--- src/counter_array_pkg.sv ---
// Purpose: constants and carriers for the counter array register block
// Assumes: AHB-Lite word registers, register index times four is the byte address
// Notes:   all registers are eight bits wide in the low byte lane
// How it works
// - overflow sets status bit 7, held until software clears it
// - overflow on 16-bit wrap, or on every low-byte wrap when byte mode selected
// - counter equal to compare-interrupt value sets status bit 6, sticky
// - channel conditions set status bits 5..0, cleared only by software
// - counter high/low reads return live counter bits 15:8 and 7:0
// - each counter-low read copies the whole counter into both snapshot bytes
// - two read/write reload bytes supply the reload value in auto-reload mode
// - snapshot addresses read snapshot, writes load buffered compare-interrupt bytes
// - all six channels share the 16-bit counter, each configured on its own
// - compare match: level/toggle 00 hold, 01 toggle, 10 low, 11 high
// - level and toggle settings touch only the pin, never the flag
// - pwm modes ignore level bit; toggle bit forces the pin high, except in windowed pwm where it inverts the pin
// - config bit 6 enables the channel comparator
// - config bit 5 rising capture, bit 4 falling, both means either edge
// - match-control set: match sets channel flag; windowed pwm adds second edge
// - config bit 1 enables pwm with the waveform on the pin
// - config bit 0 lets the channel raise a request; clear means none
// - every register of the block resets to zero
// - count-match flag requests an interrupt only while its enable is set
// - comparator trigger enable lets comparator events copy counter to snapshot
// - auto-reload overflow loads both reload bytes, or low byte in 8-bit mode
package counter_array_pkg;

   // ---------------------------------------------------------------
   // register indices
   // ---------------------------------------------------------------
   localparam logic [15:0] COUNTER_LOW_IDX   = 16'h00d9;
   localparam logic [15:0] COUNTER_HIGH_IDX  = 16'h00e9;
   localparam logic [15:0] FLAGS_IDX         = 16'h00e1;
   localparam logic [15:0] SNAP_LOW_IDX      = 16'h00f2;
   localparam logic [15:0] SNAP_HIGH_IDX     = 16'h00f3;
   localparam logic [15:0] RELOAD_LOW_IDX    = 16'ha0a6;
   localparam logic [15:0] RELOAD_HIGH_IDX   = 16'ha0a7;
   localparam logic [15:0] COUNTER_CTRL_IDX  = 16'h0100;
   localparam int          NUM_CHANNELS      = 6;
   localparam logic [15:0] CFG_IDX [NUM_CHANNELS] =
      '{16'h00b2, 16'h00b3, 16'h00b4, 16'h00b5, 16'h00b6, 16'h00b7};
   localparam logic [15:0] VAL_LO_IDX [NUM_CHANNELS] =
      '{16'h00d2, 16'h00d4, 16'h00d6, 16'h00e2, 16'h00e4, 16'h00e6};
   localparam logic [15:0] VAL_HI_IDX [NUM_CHANNELS] =
      '{16'h00d3, 16'h00d5, 16'h00d7, 16'h00e3, 16'h00e5, 16'h00e7};

   // ---------------------------------------------------------------
   // field positions and reset values
   // ---------------------------------------------------------------
   localparam int          OVF_BIT     = 7;
   localparam int          CMATCH_BIT  = 6;
   localparam logic [7:0]  REG_RESET   = 8'h00;
   localparam logic [15:0] CNT_RESET   = 16'h0000;
   localparam logic [7:0]  BYTE_MAX    = 8'hff;
   localparam logic [15:0] WORD_MAX    = 16'hffff;

   // ---------------------------------------------------------------
   // carriers
   // ---------------------------------------------------------------
   typedef struct packed {
      logic idle_stop;
      logic auto_reload_enable;
      logic count8;
      logic byte_overflow_sel;
      logic counter_enable;
      logic overflow_irq_en;
      logic count_match_irq_en;
      logic comparator_snap_trigger;
   } counter_ctrl_t;

   typedef struct packed {
      logic out_level;
      logic comparator_enable;
      logic rising_capture;
      logic falling_capture;
      logic match_control;
      logic toggle_force;
      logic pwm_enable;
      logic channel_irq_enable;
   } channel_config_t;

endpackage : counter_array_pkg

--- src/counter_array_regs.sv ---
// Purpose: counter array main counter, status, snapshot, reload and six channels
// Assumes: one clock, AHB-Lite slave with one wait state on every transfer
// Notes:   channel pins are sampled as synchronous inputs
//
// Design decision made here: the AHB-Lite register port.
module counter_array_regs
   import counter_array_pkg::*;
#(
   parameter int CHANNELS = NUM_CHANNELS
) (
   input  wire logic                hclk,
   input  wire logic                hresetn,
   input  wire logic                hsel,
   input  wire logic [31:0]         haddr,
   input  wire logic [1:0]          htrans,
   input  wire logic                hwrite,
   input  wire logic [2:0]          hsize,
   input  wire logic [31:0]         hwdata,
   input  wire logic                hready,
   output logic      [31:0]         hrdata,
   output logic                     hreadyout,
   output logic                     hresp,
   input  wire logic                cpu_idle,
   input  wire logic                comparator_event,
   input  wire logic [CHANNELS-1:0] channel_pin_in,
   output logic      [CHANNELS-1:0] channel_pin,
   output logic                     irq_req
);

   if (CHANNELS != NUM_CHANNELS) begin : g_bad_channels
      $error("channel count is fixed by the register map");
   end

   // ---------------------------------------------------------------
   // bus slave
   // ---------------------------------------------------------------
   // every transfer gets one wait state, so writes land before any
   // following read is answered and the read mux is a clean flop
   logic        pend_ff;
   logic        write_ff;
   logic [29:0] awd_ff;
   logic [31:0] hrdata_ff;
   logic        hreadyout_ff;
   logic [7:0]  rd_byte;
   logic        wr_now;
   logic        rd_now;
   logic [7:0]  wbyte;

   assign wr_now = pend_ff & write_ff;
   assign rd_now = pend_ff & ~write_ff;
   assign wbyte  = hwdata[7:0];

   always_ff @(posedge hclk or negedge hresetn) begin
      if (!hresetn) begin
         pend_ff      <= 1'b0;
         write_ff     <= 1'b0;
         awd_ff       <= 30'h0;
         hreadyout_ff <= 1'b1;
      end else if (hsel && htrans[1] && hready) begin
         pend_ff      <= 1'b1;
         write_ff     <= hwrite;
         awd_ff       <= haddr[31:2];
         hreadyout_ff <= 1'b0;
      end else begin
         pend_ff      <= 1'b0;
         hreadyout_ff <= 1'b1;
      end
   end

   always_ff @(posedge hclk or negedge hresetn) begin
      if (!hresetn) begin
         hrdata_ff <= 32'h0;
      end else if (rd_now) begin
         hrdata_ff <= {24'h0, rd_byte};
      end
   end

   assign hrdata    = hrdata_ff;
   assign hreadyout = hreadyout_ff;
   assign hresp     = 1'b0;

   function automatic logic hit(input logic [29:0] a, input logic [15:0] idx);
      hit = (a == {14'h0, idx});
   endfunction : hit

   // ---------------------------------------------------------------
   // control register
   // ---------------------------------------------------------------
   counter_ctrl_t ctrl_ff;
   logic          run;

   always_ff @(posedge hclk or negedge hresetn) begin
      if (!hresetn) begin
         ctrl_ff <= counter_ctrl_t'(REG_RESET);
      end else if (wr_now && hit(awd_ff, COUNTER_CTRL_IDX)) begin
         ctrl_ff <= counter_ctrl_t'(wbyte);
      end
   end

   // idle stop pauses counting but keeps the value
   assign run = ctrl_ff.counter_enable & ~(ctrl_ff.idle_stop & cpu_idle);

   // ---------------------------------------------------------------
   // main counter
   // ---------------------------------------------------------------
   logic [15:0] cnt_ff;
   logic [7:0]  rld_lo_ff;
   logic [7:0]  rld_hi_ff;
   logic        low_wrap;
   logic        ovf;

   assign low_wrap = run & (cnt_ff[7:0] == BYTE_MAX);
   assign ovf = (ctrl_ff.byte_overflow_sel | ctrl_ff.count8) ? low_wrap
              : (run & (cnt_ff == WORD_MAX));

   always_ff @(posedge hclk or negedge hresetn) begin
      if (!hresetn) begin
         cnt_ff <= CNT_RESET;
      end else if (!ctrl_ff.counter_enable) begin
         cnt_ff <= CNT_RESET;
      end else if (ovf && ctrl_ff.auto_reload_enable) begin
         cnt_ff <= ctrl_ff.count8 ? {cnt_ff[15:8], rld_lo_ff} : {rld_hi_ff, rld_lo_ff};
      end else if (run && ctrl_ff.count8) begin
         cnt_ff <= {cnt_ff[15:8], cnt_ff[7:0] + 8'h01};
      end else if (run) begin
         cnt_ff <= cnt_ff + 16'h0001;
      end
   end

   // counter readback indices have no write path at all
   always_ff @(posedge hclk or negedge hresetn) begin
      if (!hresetn) begin
         rld_lo_ff <= REG_RESET;
         rld_hi_ff <= REG_RESET;
      end else begin
         if (wr_now && hit(awd_ff, RELOAD_LOW_IDX)) begin
            rld_lo_ff <= wbyte;
         end
         if (wr_now && hit(awd_ff, RELOAD_HIGH_IDX)) begin
            rld_hi_ff <= wbyte;
         end
      end
   end

   // ---------------------------------------------------------------
   // snapshot and count-match value
   // ---------------------------------------------------------------
   logic [15:0] snap_ff;
   logic [15:0] cmv_buf_ff;
   logic [15:0] cmv_act_ff;
   logic        cmatch;

   always_ff @(posedge hclk or negedge hresetn) begin
      if (!hresetn) begin
         snap_ff <= CNT_RESET;
      end else if (rd_now && hit(awd_ff, COUNTER_LOW_IDX)) begin
         snap_ff <= cnt_ff;
      end else if (comparator_event && ctrl_ff.comparator_snap_trigger) begin
         snap_ff <= cnt_ff;
      end
   end

   always_ff @(posedge hclk or negedge hresetn) begin
      if (!hresetn) begin
         cmv_buf_ff <= CNT_RESET;
      end else begin
         if (wr_now && hit(awd_ff, SNAP_LOW_IDX)) begin
            cmv_buf_ff[7:0] <= wbyte;
         end
         if (wr_now && hit(awd_ff, SNAP_HIGH_IDX)) begin
            cmv_buf_ff[15:8] <= wbyte;
         end
      end
   end

   // buffered so a half-written value never produces a stray match
   always_ff @(posedge hclk or negedge hresetn) begin
      if (!hresetn) begin
         cmv_act_ff <= CNT_RESET;
      end else if (ovf || !ctrl_ff.counter_enable) begin
         cmv_act_ff <= cmv_buf_ff;
      end
   end

   assign cmatch = run & (cnt_ff == cmv_act_ff);

   // ---------------------------------------------------------------
   // channels
   // ---------------------------------------------------------------
   logic [CHANNELS-1:0]    ch_set;
   logic [CHANNELS-1:0]    ch_irq_en;
   logic [CHANNELS*8-1:0]  ch_cfg_all;
   logic [CHANNELS*16-1:0] ch_val_all;

   for (genvar i = 0; i < CHANNELS; i++) begin : g_ch
      channel_config_t cfg_ff;
      logic [15:0]     vb_ff;
      logic [15:0]     va_ff;
      logic            pin_q_ff;
      logic            pin_ff;
      logic            wr_cfg;
      logic            wr_lo;
      logic            wr_hi;
      logic            edge_hit;
      logic            cap_mode;
      logic            cmp_mode;
      logic            pwm8_mode;
      logic            pwm16_mode;
      logic            windowed_pwm_mode;
      logic            eq16;
      logic            eq_lo;
      logic            eq_hi;
      logic            win;

      assign wr_cfg = wr_now && hit(awd_ff, CFG_IDX[i]);
      assign wr_lo  = wr_now && hit(awd_ff, VAL_LO_IDX[i]);
      assign wr_hi  = wr_now && hit(awd_ff, VAL_HI_IDX[i]);

      assign cap_mode   = (cfg_ff.rising_capture | cfg_ff.falling_capture)
                          & ~cfg_ff.pwm_enable;
      assign cmp_mode   = cfg_ff.comparator_enable & ~cfg_ff.rising_capture
                          & ~cfg_ff.falling_capture & ~cfg_ff.pwm_enable;
      assign pwm8_mode  = cfg_ff.comparator_enable & cfg_ff.pwm_enable
                          & ~cfg_ff.rising_capture & ~cfg_ff.falling_capture;
      assign pwm16_mode = cfg_ff.comparator_enable & cfg_ff.pwm_enable
                          & cfg_ff.rising_capture & ~cfg_ff.falling_capture;
      assign windowed_pwm_mode  = cfg_ff.comparator_enable & cfg_ff.pwm_enable
                          & cfg_ff.rising_capture & cfg_ff.falling_capture;

      assign edge_hit = (cfg_ff.rising_capture & channel_pin_in[i] & ~pin_q_ff)
                      | (cfg_ff.falling_capture & ~channel_pin_in[i] & pin_q_ff);

      // time base is the shared counter for every channel
      assign eq16  = run & (cnt_ff == va_ff);
      assign eq_lo = run & (cnt_ff[7:0] == va_ff[7:0]);
      assign eq_hi = run & (cnt_ff[7:0] == va_ff[15:8]);
      assign win   = (cnt_ff[7:0] > va_ff[7:0]) & ~(cnt_ff[7:0] > va_ff[15:8]);

      always_ff @(posedge hclk or negedge hresetn) begin
         if (!hresetn) begin
            cfg_ff <= channel_config_t'(REG_RESET);
         end else if (wr_cfg) begin
            cfg_ff <= channel_config_t'(wbyte);
         end else if (wr_lo && cmp_mode) begin
            cfg_ff.comparator_enable <= 1'b0;
         end else if (wr_hi && (cfg_ff[7:1] != 7'h00)) begin
            cfg_ff.comparator_enable <= 1'b1;
         end
      end

      always_ff @(posedge hclk or negedge hresetn) begin
         if (!hresetn) begin
            pin_q_ff <= 1'b0;
         end else begin
            pin_q_ff <= channel_pin_in[i];
         end
      end

      // a capture edge wins over a bus write in the same cycle
      always_ff @(posedge hclk or negedge hresetn) begin
         if (!hresetn) begin
            vb_ff <= CNT_RESET;
         end else if (cap_mode && edge_hit) begin
            vb_ff <= cnt_ff;
         end else begin
            if (wr_lo) begin
               vb_ff[7:0] <= wbyte;
            end
            if (wr_hi) begin
               vb_ff[15:8] <= wbyte;
            end
         end
      end

      always_ff @(posedge hclk or negedge hresetn) begin
         if (!hresetn) begin
            va_ff <= CNT_RESET;
         end else if (!ctrl_ff.counter_enable) begin
            va_ff <= vb_ff;
         end else if ((pwm8_mode || windowed_pwm_mode) ? low_wrap : ovf) begin
            va_ff <= vb_ff;
         end
      end

      always_ff @(posedge hclk or negedge hresetn) begin
         if (!hresetn) begin
            pin_ff <= 1'b0;
         end else if (cmp_mode && eq16) begin
            case ({cfg_ff.out_level, cfg_ff.toggle_force})
               2'b01:   pin_ff <= ~pin_ff;
               2'b10:   pin_ff <= 1'b0;
               2'b11:   pin_ff <= 1'b1;
               default: pin_ff <= pin_ff;
            endcase
         end else if (pwm8_mode) begin
            pin_ff <= cfg_ff.toggle_force | (cnt_ff[7:0] > va_ff[7:0]);
         end else if (pwm16_mode) begin
            pin_ff <= cfg_ff.toggle_force | (cnt_ff > va_ff);
         end else if (windowed_pwm_mode) begin
            pin_ff <= cfg_ff.toggle_force ^ win;
         end
      end

      // pin settings never enter the flag terms
      always_comb begin
         ch_set[i] = 1'b0;
         if (cap_mode) begin
            ch_set[i] = edge_hit;
         end else if (cmp_mode) begin
            ch_set[i] = cfg_ff.match_control & eq16;
         end else if (pwm8_mode) begin
            ch_set[i] = cfg_ff.channel_irq_enable & eq_lo;
         end else if (pwm16_mode) begin
            ch_set[i] = cfg_ff.channel_irq_enable & eq16;
         end else if (windowed_pwm_mode) begin
            ch_set[i] = cfg_ff.channel_irq_enable
                        & (eq_lo | (cfg_ff.match_control & eq_hi));
         end
      end

      assign channel_pin[i]             = pin_ff;
      assign ch_irq_en[i]               = cfg_ff.channel_irq_enable;
      assign ch_cfg_all[i*8 +: 8]       = cfg_ff;
      assign ch_val_all[i*16 +: 16]     = vb_ff;
   end

   // ---------------------------------------------------------------
   // status flags and request
   // ---------------------------------------------------------------
   logic [7:0] flags_ff;
   logic [7:0] hw_set;
   logic [7:0] sw_keep;
   logic       irq_ff;

   assign hw_set  = {ovf, cmatch, ch_set};
   // software writes zero to clear; ones leave a flag untouched
   assign sw_keep = (wr_now && hit(awd_ff, FLAGS_IDX)) ? wbyte : 8'hff;

   always_ff @(posedge hclk or negedge hresetn) begin
      if (!hresetn) begin
         flags_ff <= REG_RESET;
      end else begin
         flags_ff <= (flags_ff & sw_keep) | hw_set;
      end
   end

   always_ff @(posedge hclk or negedge hresetn) begin
      if (!hresetn) begin
         irq_ff <= 1'b0;
      end else begin
         irq_ff <= (flags_ff[OVF_BIT] & ctrl_ff.overflow_irq_en)
                 | (flags_ff[CMATCH_BIT] & ctrl_ff.count_match_irq_en)
                 | (|(flags_ff[5:0] & ch_irq_en));
      end
   end

   assign irq_req = irq_ff;

   // ---------------------------------------------------------------
   // read mux
   // ---------------------------------------------------------------
   always_comb begin
      rd_byte = 8'h00;
      if (hit(awd_ff, COUNTER_LOW_IDX)) begin
         rd_byte = cnt_ff[7:0];
      end else if (hit(awd_ff, COUNTER_HIGH_IDX)) begin
         rd_byte = cnt_ff[15:8];
      end else if (hit(awd_ff, FLAGS_IDX)) begin
         rd_byte = flags_ff;
      end else if (hit(awd_ff, SNAP_LOW_IDX)) begin
         rd_byte = snap_ff[7:0];
      end else if (hit(awd_ff, SNAP_HIGH_IDX)) begin
         rd_byte = snap_ff[15:8];
      end else if (hit(awd_ff, RELOAD_LOW_IDX)) begin
         rd_byte = rld_lo_ff;
      end else if (hit(awd_ff, RELOAD_HIGH_IDX)) begin
         rd_byte = rld_hi_ff;
      end else if (hit(awd_ff, COUNTER_CTRL_IDX)) begin
         rd_byte = ctrl_ff;
      end
      for (int k = 0; k < CHANNELS; k++) begin
         if (hit(awd_ff, CFG_IDX[k])) begin
            rd_byte = ch_cfg_all[k*8 +: 8];
         end
         if (hit(awd_ff, VAL_LO_IDX[k])) begin
            rd_byte = ch_val_all[k*16 +: 8];
         end
         if (hit(awd_ff, VAL_HI_IDX[k])) begin
            rd_byte = ch_val_all[k*16+8 +: 8];
         end
      end
   end

   // hsize is unused: only whole-word transfers reach this slave
   logic unused_ok;
   assign unused_ok = &{1'b0, hsize, hwdata[31:8]};

endmodule : counter_array_regs

--- config.mk ---
export PLATFORM = sky130hd
export DESIGN_NAME = counter_array_regs
export DESIGN_NICKNAME = d
export VERILOG_FILES = /design/src/counter_array_pkg.sv /design/src/counter_array_regs.sv
export SDC_FILE = /design/constraint.sdc
export NUM_CORES = 1
export LEC_CHECK = 0
export ABC_AREA = 1
export BUFFER_PORTS_ARGS = -buffer_cell sky130_fd_sc_hd__clkbuf_2
export CAP_MARGIN = 10
export CORE_UTILIZATION = 49
export DETAILED_ROUTE_END_ITERATION = 16
export PLACE_DENSITY = 0.65
export SYNTH_ARGS = -nofsm -noshare
export SYNTH_HDL_FRONTEND = slang
export SYNTH_SLANG_ARGS = --single-unit
--- constraint.sdc ---
create_clock -name hclk -period 3.6 [get_ports hclk]
set_clock_uncertainty 0.2 [all_clocks]
set_input_delay 0.36 -clock hclk [delete_from_list [all_inputs] [get_ports hclk]]
set_output_delay 0.36 -clock hclk [all_outputs]
set_load 0.02 [all_outputs]
## Yosys cells after proc, flatten, opt, wreduce, memory -nomap -nowiden

Cells that the tools add are included.

- $add $sub $neg: 2
- Multiply operators: 0
- Div/mod/pow operators: 0
- $lt $le $gt $ge: 18
- Eq/ne operators: 81
- Shift-type cells: 0
- Multiplexer cells: 151
- Bitwise operators: 233
- Reductions and logical operators: 101

Operators by type and width:

| cell | number |
|---|---|
| 30-bit by 8-bit == test with 1-bit output, second input constant | 23 |
| 16-bit 2-to-1 mux | 25 |
| 8-bit 2-to-1 mux | 39 |
| 1-bit bitwise AND | 147 |
| 16-bit == test | 7 |
| 8-bit == test | 12 |
| 16-bit greater-than comparator | 6 |
| 8-bit greater-than comparator | 12 |
| 1-bit 2-to-1 mux | 81 |
| 30-bit by 16-bit == test with 1-bit output, second input constant | 2 |
| 1-bit logical AND | 54 |
| 1-bit inverter | 44 |
| 7-bit nonzero test | 6 |
| 1-bit bitwise OR | 33 |
| 30-bit by 9-bit == test with 1-bit output, second input constant | 1 |
| 4-bit by 1-bit != test with 1-bit output, second input constant | 7 |
| 2-bit nonzero test | 13 |
| 2-bit == test, second input constant | 12 |
| 4-bit nonzero test | 6 |
| 1-bit one-hot mux with 3 select lines | 6 |
| 3-bit nonzero test | 6 |
| 16-bit by 1-bit adder with 16-bit output, second input constant | 1 |
| 16-bit == test, second input constant | 1 |
| 2-bit by 1-bit == test with 1-bit output, second input constant | 6 |
| 14 further kinds | 36 |

- Bits in registers: 390
- Bits in latches: 0
- Bits in writable memories: 0
- Bits in read-only memories: 0
- Output and inout port bits: 41
- Word-level logic and storage cells: 687
- Memories kept: 0

## Logic depth before layout (Yosys ltp)

- Depth in word-level cells: 27
- Gate-level depth with buffers: 22

## Least setup slack after synthesis

No wires, ideal clock.

- Kind: register to register
- From: register cnt_ff[0]
- To: register g_ch[5].pin_ff
- Setup time: 0.121 ns
- Arrival: 2.493 ns
- Path slack: 0.786 ns
- Cell stages (with the launch flop): 12
- Buffers on the path: 1
- Path through: dfrtp_1 -> inv_1 -> clkbuf_1 -> ha_1 -> inv_1 -> nor4_1 -> inv_1 -> nor2_1 -> nand3_1 -> o31ai_1 -> nor2_1 -> a22o_1

- Cells in the longest elaborated chain, start to end: 8
- Elaborated cells on any way between the ends: 18

Ends and longest elaborated chain:

| element | line | text |
|---|---|---|
| start, declared | counter_array_regs.sv:106 | `logic [15:0] cnt_ff;` |
| start signal, assigned | counter_array_regs.sv:122 | `cnt_ff <= ctrl_ff.count8 ? {cnt_ff[15:8], rld_lo_ff} : {rld_hi_ff, rld_lo_ff};` |
| start signal, assigned | counter_array_regs.sv:124 | `cnt_ff <= {cnt_ff[15:8], cnt_ff[7:0] + 8'h01};` |
| start signal, assigned | counter_array_regs.sv:126 | `cnt_ff <= cnt_ff + 16'h0001;` |
| 8-bit greater-than comparator | counter_array_regs.sv:237 | `assign win = (cnt_ff[7:0] > va_ff[7:0]) & ~(cnt_ff[7:0] > va_ff[15:8]);` |
| 1-bit inverter | counter_array_regs.sv:237 |  |
| 1-bit bitwise AND | counter_array_regs.sv:237 |  |
| 1-bit XOR | counter_array_regs.sv:300 | `pin_ff <= cfg_ff.toggle_force ^ win;` |
| 1-bit 2-to-1 mux | counter_array_regs.sv:299 | `end else if (windowed_pwm_mode) begin` |
| 1-bit 2-to-1 mux | counter_array_regs.sv:297 | `end else if (pwm16_mode) begin` |
| 1-bit 2-to-1 mux | counter_array_regs.sv:295 | `end else if (pwm8_mode) begin` |
| 1-bit 2-to-1 mux | counter_array_regs.sv:288 | `end else if (cmp_mode && eq16) begin` |
| end signal, assigned | counter_array_regs.sv:296 | `pin_ff <= cfg_ff.toggle_force \| (cnt_ff[7:0] > va_ff[7:0]);` |
| end signal, assigned | counter_array_regs.sv:298 | `pin_ff <= cfg_ff.toggle_force \| (cnt_ff > va_ff);` |
| end signal, assigned | counter_array_regs.sv:300 |  |
| end, declared | counter_array_regs.sv:200 | `logic pin_ff;` |

Several ways; a longest one is shown, not always the timed one. The select of a mux whose other input is x is not followed.
A chain may end at the register's enable or synchronous reset.

## Worst setup path in the final report

- From: register awd_ff[26]
- To: register hrdata_ff[7] (netlist: hrdata[7])

- Cells in the longest elaborated chain, start to end: 27
- Elaborated cells on any way between the ends: 52

Ends and longest elaborated chain:

| element | line | text |
|---|---|---|
| start, declared | counter_array_regs.sv:41 | `logic [29:0] awd_ff;` |
| start signal, assigned | counter_array_regs.sv:62 | `awd_ff <= haddr[31:2];` |
| 30-bit by 9-bit == test with 1-bit output | counter_array_regs.sv:83 | `hit = (a == {14'h0, idx});` |
| 8-bit 2-to-1 mux | counter_array_regs.sv:378 | `end else if (hit(awd_ff, COUNTER_CTRL_IDX)) begin` |
| 8-bit 2-to-1 mux | counter_array_regs.sv:376 | `end else if (hit(awd_ff, RELOAD_HIGH_IDX)) begin` |
| 8-bit 2-to-1 mux | counter_array_regs.sv:374 | `end else if (hit(awd_ff, RELOAD_LOW_IDX)) begin` |
| 8-bit 2-to-1 mux | counter_array_regs.sv:372 | `end else if (hit(awd_ff, SNAP_HIGH_IDX)) begin` |
| 8-bit 2-to-1 mux | counter_array_regs.sv:370 | `end else if (hit(awd_ff, SNAP_LOW_IDX)) begin` |
| 8-bit 2-to-1 mux | counter_array_regs.sv:368 | `end else if (hit(awd_ff, FLAGS_IDX)) begin` |
| 8-bit 2-to-1 mux | counter_array_regs.sv:366 | `end else if (hit(awd_ff, COUNTER_HIGH_IDX)) begin` |
| (+11 left out) | - |  |
| 8-bit 2-to-1 mux | counter_array_regs.sv:385 | `if (hit(awd_ff, VAL_LO_IDX[k])) begin` |
| 8-bit 2-to-1 mux | counter_array_regs.sv:388 | `if (hit(awd_ff, VAL_HI_IDX[k])) begin` |
| 8-bit 2-to-1 mux | counter_array_regs.sv:382 | `if (hit(awd_ff, CFG_IDX[k])) begin` |
| 8-bit 2-to-1 mux | counter_array_regs.sv:385 |  |
| 8-bit 2-to-1 mux | counter_array_regs.sv:388 |  |
| 8-bit 2-to-1 mux | counter_array_regs.sv:382 |  |
| 8-bit 2-to-1 mux | counter_array_regs.sv:385 |  |
| 8-bit 2-to-1 mux * | counter_array_regs.sv:388 |  |
| end signal, assigned | counter_array_regs.sv:74 | `hrdata_ff <= {24'h0, rd_byte};` |
| end, declared | counter_array_regs.sv:42 | `logic [31:0] hrdata_ff;` |

Every way passes the cells marked *; elsewhere a longest branch is shown, timed or not.

==> impl_metrics.csv <==
group,metric,value,unit
timing,timing.hold.ws,52.0,ps
worst_hold_path,hold_path_class,"primary input to flip-flop",
run_status,outcome,"complete, no violations",
floorplan,initial_core_util,49.9,%
detailed_routing,vias_per_cell,5.95,
logic_synthesis,synthTopCellsByArea,"dfrtp_1 (43%), nand2_1 (12%), ha_1 (8.2%), inv_1 (4.7%), nor2_1 (4.5%)",
timing,setup_viol_count_final,0,
detailed_routing,drcViolationCount,0,
floorplan,core-area,0.0455,mm²
grt,grtUsageMet3,8.69,%
floorplan,die_h,217,µm
floorplan,die_area,0.0471,mm²
critical_path,start_kind,"flip-flop",
place,hpwl,62300,µm
place,place.port_buffers,67,
logic_synthesis,synth_top_family_by_area,"simple AND/OR/NAND/NOR gates",
logic_synthesis,yosysSeqAreaShare,43.0,%
detailed_routing,post_drt_wl_per_cell,23.8,µm
detailed_routing,routed_wirelength,87200,µm
finish,layout_commonest_cell,"nand2_1",
timing,post-route-period-util,96.7,%
logic_synthesis,ys_types,57,
timing,fin_ws,119,ps
grt,grt_max_degree,87,
logic_synthesis,synth_seq_cells,390,
finish,antenna_cells,0,
logic_synthesis,synthMuxAreaShare,1.04,%
detailed_routing,drt-initial-drc-count,2255,
grt,grt_use_total,37.6,%
logic_synthesis,synth_top_area_share,42.9,%
critical_path,crit_required,3890,ps
logic_synthesis,synthXorXnorAreaFrac,0.927,%
finish,syn_to_final_growth,16.9,%
finish,final_cell_mix,"nand2_1 (686), dfrtp_1 (388), inv_1 (281)",
timing,final.setup.tns,0,ps
detailed_routing,first_pass_iters,8,
grt,antenna_found_initial,1,
timing,max_freq,287,MHz
detailed_routing,drtAntennaViolNets,0,
timing,rsz0062_at_grt,"no",
logic_synthesis,synth.yosys.warnings,0,
grt,met1_usage,51.7,%
finish,design_area,0.0265,mm²
logic_synthesis,synth_edf_count,0,
run,maxCapViolCount,0,
critical_path,cp_max_fo,24,
worst_hold_path,min_path_cells,4,
clock_tree,clk_pin_slew,60,ps
finish,nNetsFinal,3256,
place,preCtsSetupSlack,164,ps
grt,gr-max-usage-layer,"met2",
grt,grt_pass1_wl,130000,µm
detailed_routing,vias,21795,
clock_tree,clk_path_buf_depth,3,
timing,worstMarginPinSlew,1080,ps
clock_tree,clkLatencyLatePin,610,ps
logic_synthesis,avgSynthCellArea,8.05,µm²
finish,layout-drive-gt1-share,12.3,%
timing,hold_viol_final,0,
critical_path,crit_type,"flip-flop to flip-flop",
grt,grt_use_met2,55.7,%
critical_path,critPathCaptureType,"flip-flop",
grt,grt_pass1_vias,20924,
critical_path,critPathArrivalTime,3770,ps
clock_tree,cts_tree,"done",
clock_tree,cts-root-buf,"clkbuf_16",
logic_synthesis,async_flop_share,100,%
logic_synthesis,synth_compound_area_share,15.2,%
logic_synthesis,synthFlopType,"dfrtp_1",
logic_synthesis,syn_area,0.0227,mm²
grt,gr-total-overflow,0,
power_and_ir_drop,irDropWorstVdd,337,µV
timing,period_minus_slack,3480,ps
place,gp_congestion,0.998,
logic_synthesis,synth-simple-area-share,23.7,%
clock_tree,clock_sinks,390,
floorplan,die_w,217,µm
clock_tree,htreeDepth,2,
critical_path,worstRegToRegCells,21,
logic_synthesis,synth_fa_ha_area_share,8.22,%
power_and_ir_drop,p_leak,12.8,nW
power_and_ir_drop,power_density,483,mW/mm²
timing,maxSlewHeadroom,28.0,%
logic_synthesis,synth_top_area_cell,"dfrtp_1",
finish,fin_cells,3662,
place,place_area,0.0243,mm²
timing,report.final.slew_viol_count,0,
floorplan,ios,123,
place,dp_cells,3527,
clock_tree,cts_buffers,46,
logic_synthesis,synth_cells,2819,
floorplan,row_count,78,
[state kept, by name, indices dropped and copies added (netlist names), 6 cells and up]
signal         count
g_ch.va_ff        96
g_ch.vb_ff        96
ch_cfg_all        48
awd_ff            30
cmv_act_ff        16
cmv_buf_ff        16
cnt_ff            16
snap_ff           16
ctrl_ff            8
flags_ff           8
hrdata             8
rld_hi_ff          8
rld_lo_ff          8
g_ch.pin_ff        6
g_ch.pin_q_ff      6
[cell type report]
| type | count | area, µm² |
|---|---|---|
| clock buffer | 70 | 1360 |
| clock inverter | 15 | 205 |
| fill | 4174 | 19000 |
| inverter | 317 | 1190 |
| multi-input combinational | 2025 | 11300 |
| sequential | 390 | 9760 |
| tap | 600 | 751 |
| timing repair buffer | 245 | 1890 |
[path summary, 6_finish.rpt]
kind                                from               end  slack, ps
max                           awd_ff[26]         hrdata[7]        120
min                               hready        awd_ff[19]         50
max reg2reg                   awd_ff[26]         hrdata[7]        120
min reg2reg                cmv_buf_ff[8]     cmv_act_ff[8]        280
max in group asynchronous        hresetn  g_ch[4].va_ff[6]       2030
min in group asynchronous        hresetn  g_ch[1].va_ff[4]        160
[timing repair]
item	in CTS	in global routing
gates resized for setup	0	42
endpoints found under the setup margin	0	9
hold endpoints to repair	123	0
hold buffers	41	0
buffers inserted	0	9
[metrics by stage]
stage	util [%]	power, mW
finish	58.3	12.8
global placement	53.5	7.76
global route	58.3	13.3
floorplan	-	6.65
detailed placement	53.5	7.84
CTS	57.8	12.7
[critical path, stage by stage, from the launching register on]
cell and delay [ps]:
dfrtp_1 330, inv_1 60, nand2_1 70, nor2_1 50
nand2_2 120, nor2_8 90, buf_4 200, inv_4 120
nor4_4 60, buf_4 180, nand2_1 80, nand4_1 230
nor2_1 190, nand4_1 120, nor2_1 210, nand4_1 170
nor2_1 140, nand4_1 110, nor2_1 210, nand4_1 230
nand2_1 120, nand2_1 60
[power by group]
part	internal [mW]	switching [mW]
Clock	2.90	1.98
Sequential	4.62	0.321
Combinational	1.07	1.91
[cell usage after synthesis (all sizes together) (7+ instances only)]
library cell,n
a21oi,120
o31ai,7
xor2,16
o2111ai,12
nor2,276
clkinv,10
nor4,31
inv,307
nor3,26
buf,68
xnor2,8
nand2,699
o221ai,87
o21ai,273
a211oi,8
o211ai,28
nand4,80
clkbuf,43
dfrtp,389
mux2,21
a22oi,9
nand3,121
ha,149
[metal layers]
metal  vias up  wire length (µm)
met5         -                13
met4         2              4610
met1     10501             36900
li1       9953                 -
met2      1108             37100
met3       231              8530
[cells by family after synthesis]
group,after synthesis
AND/OR/NAND/NOR,1241
AO/OA/AOI/OAI,565
buffers and inverters,428
flip-flops,390
adder cells (fa/ha/maj),149
XOR/XNOR,24
multiplexers,21
other,1
(Power assumes the default switching activity.)
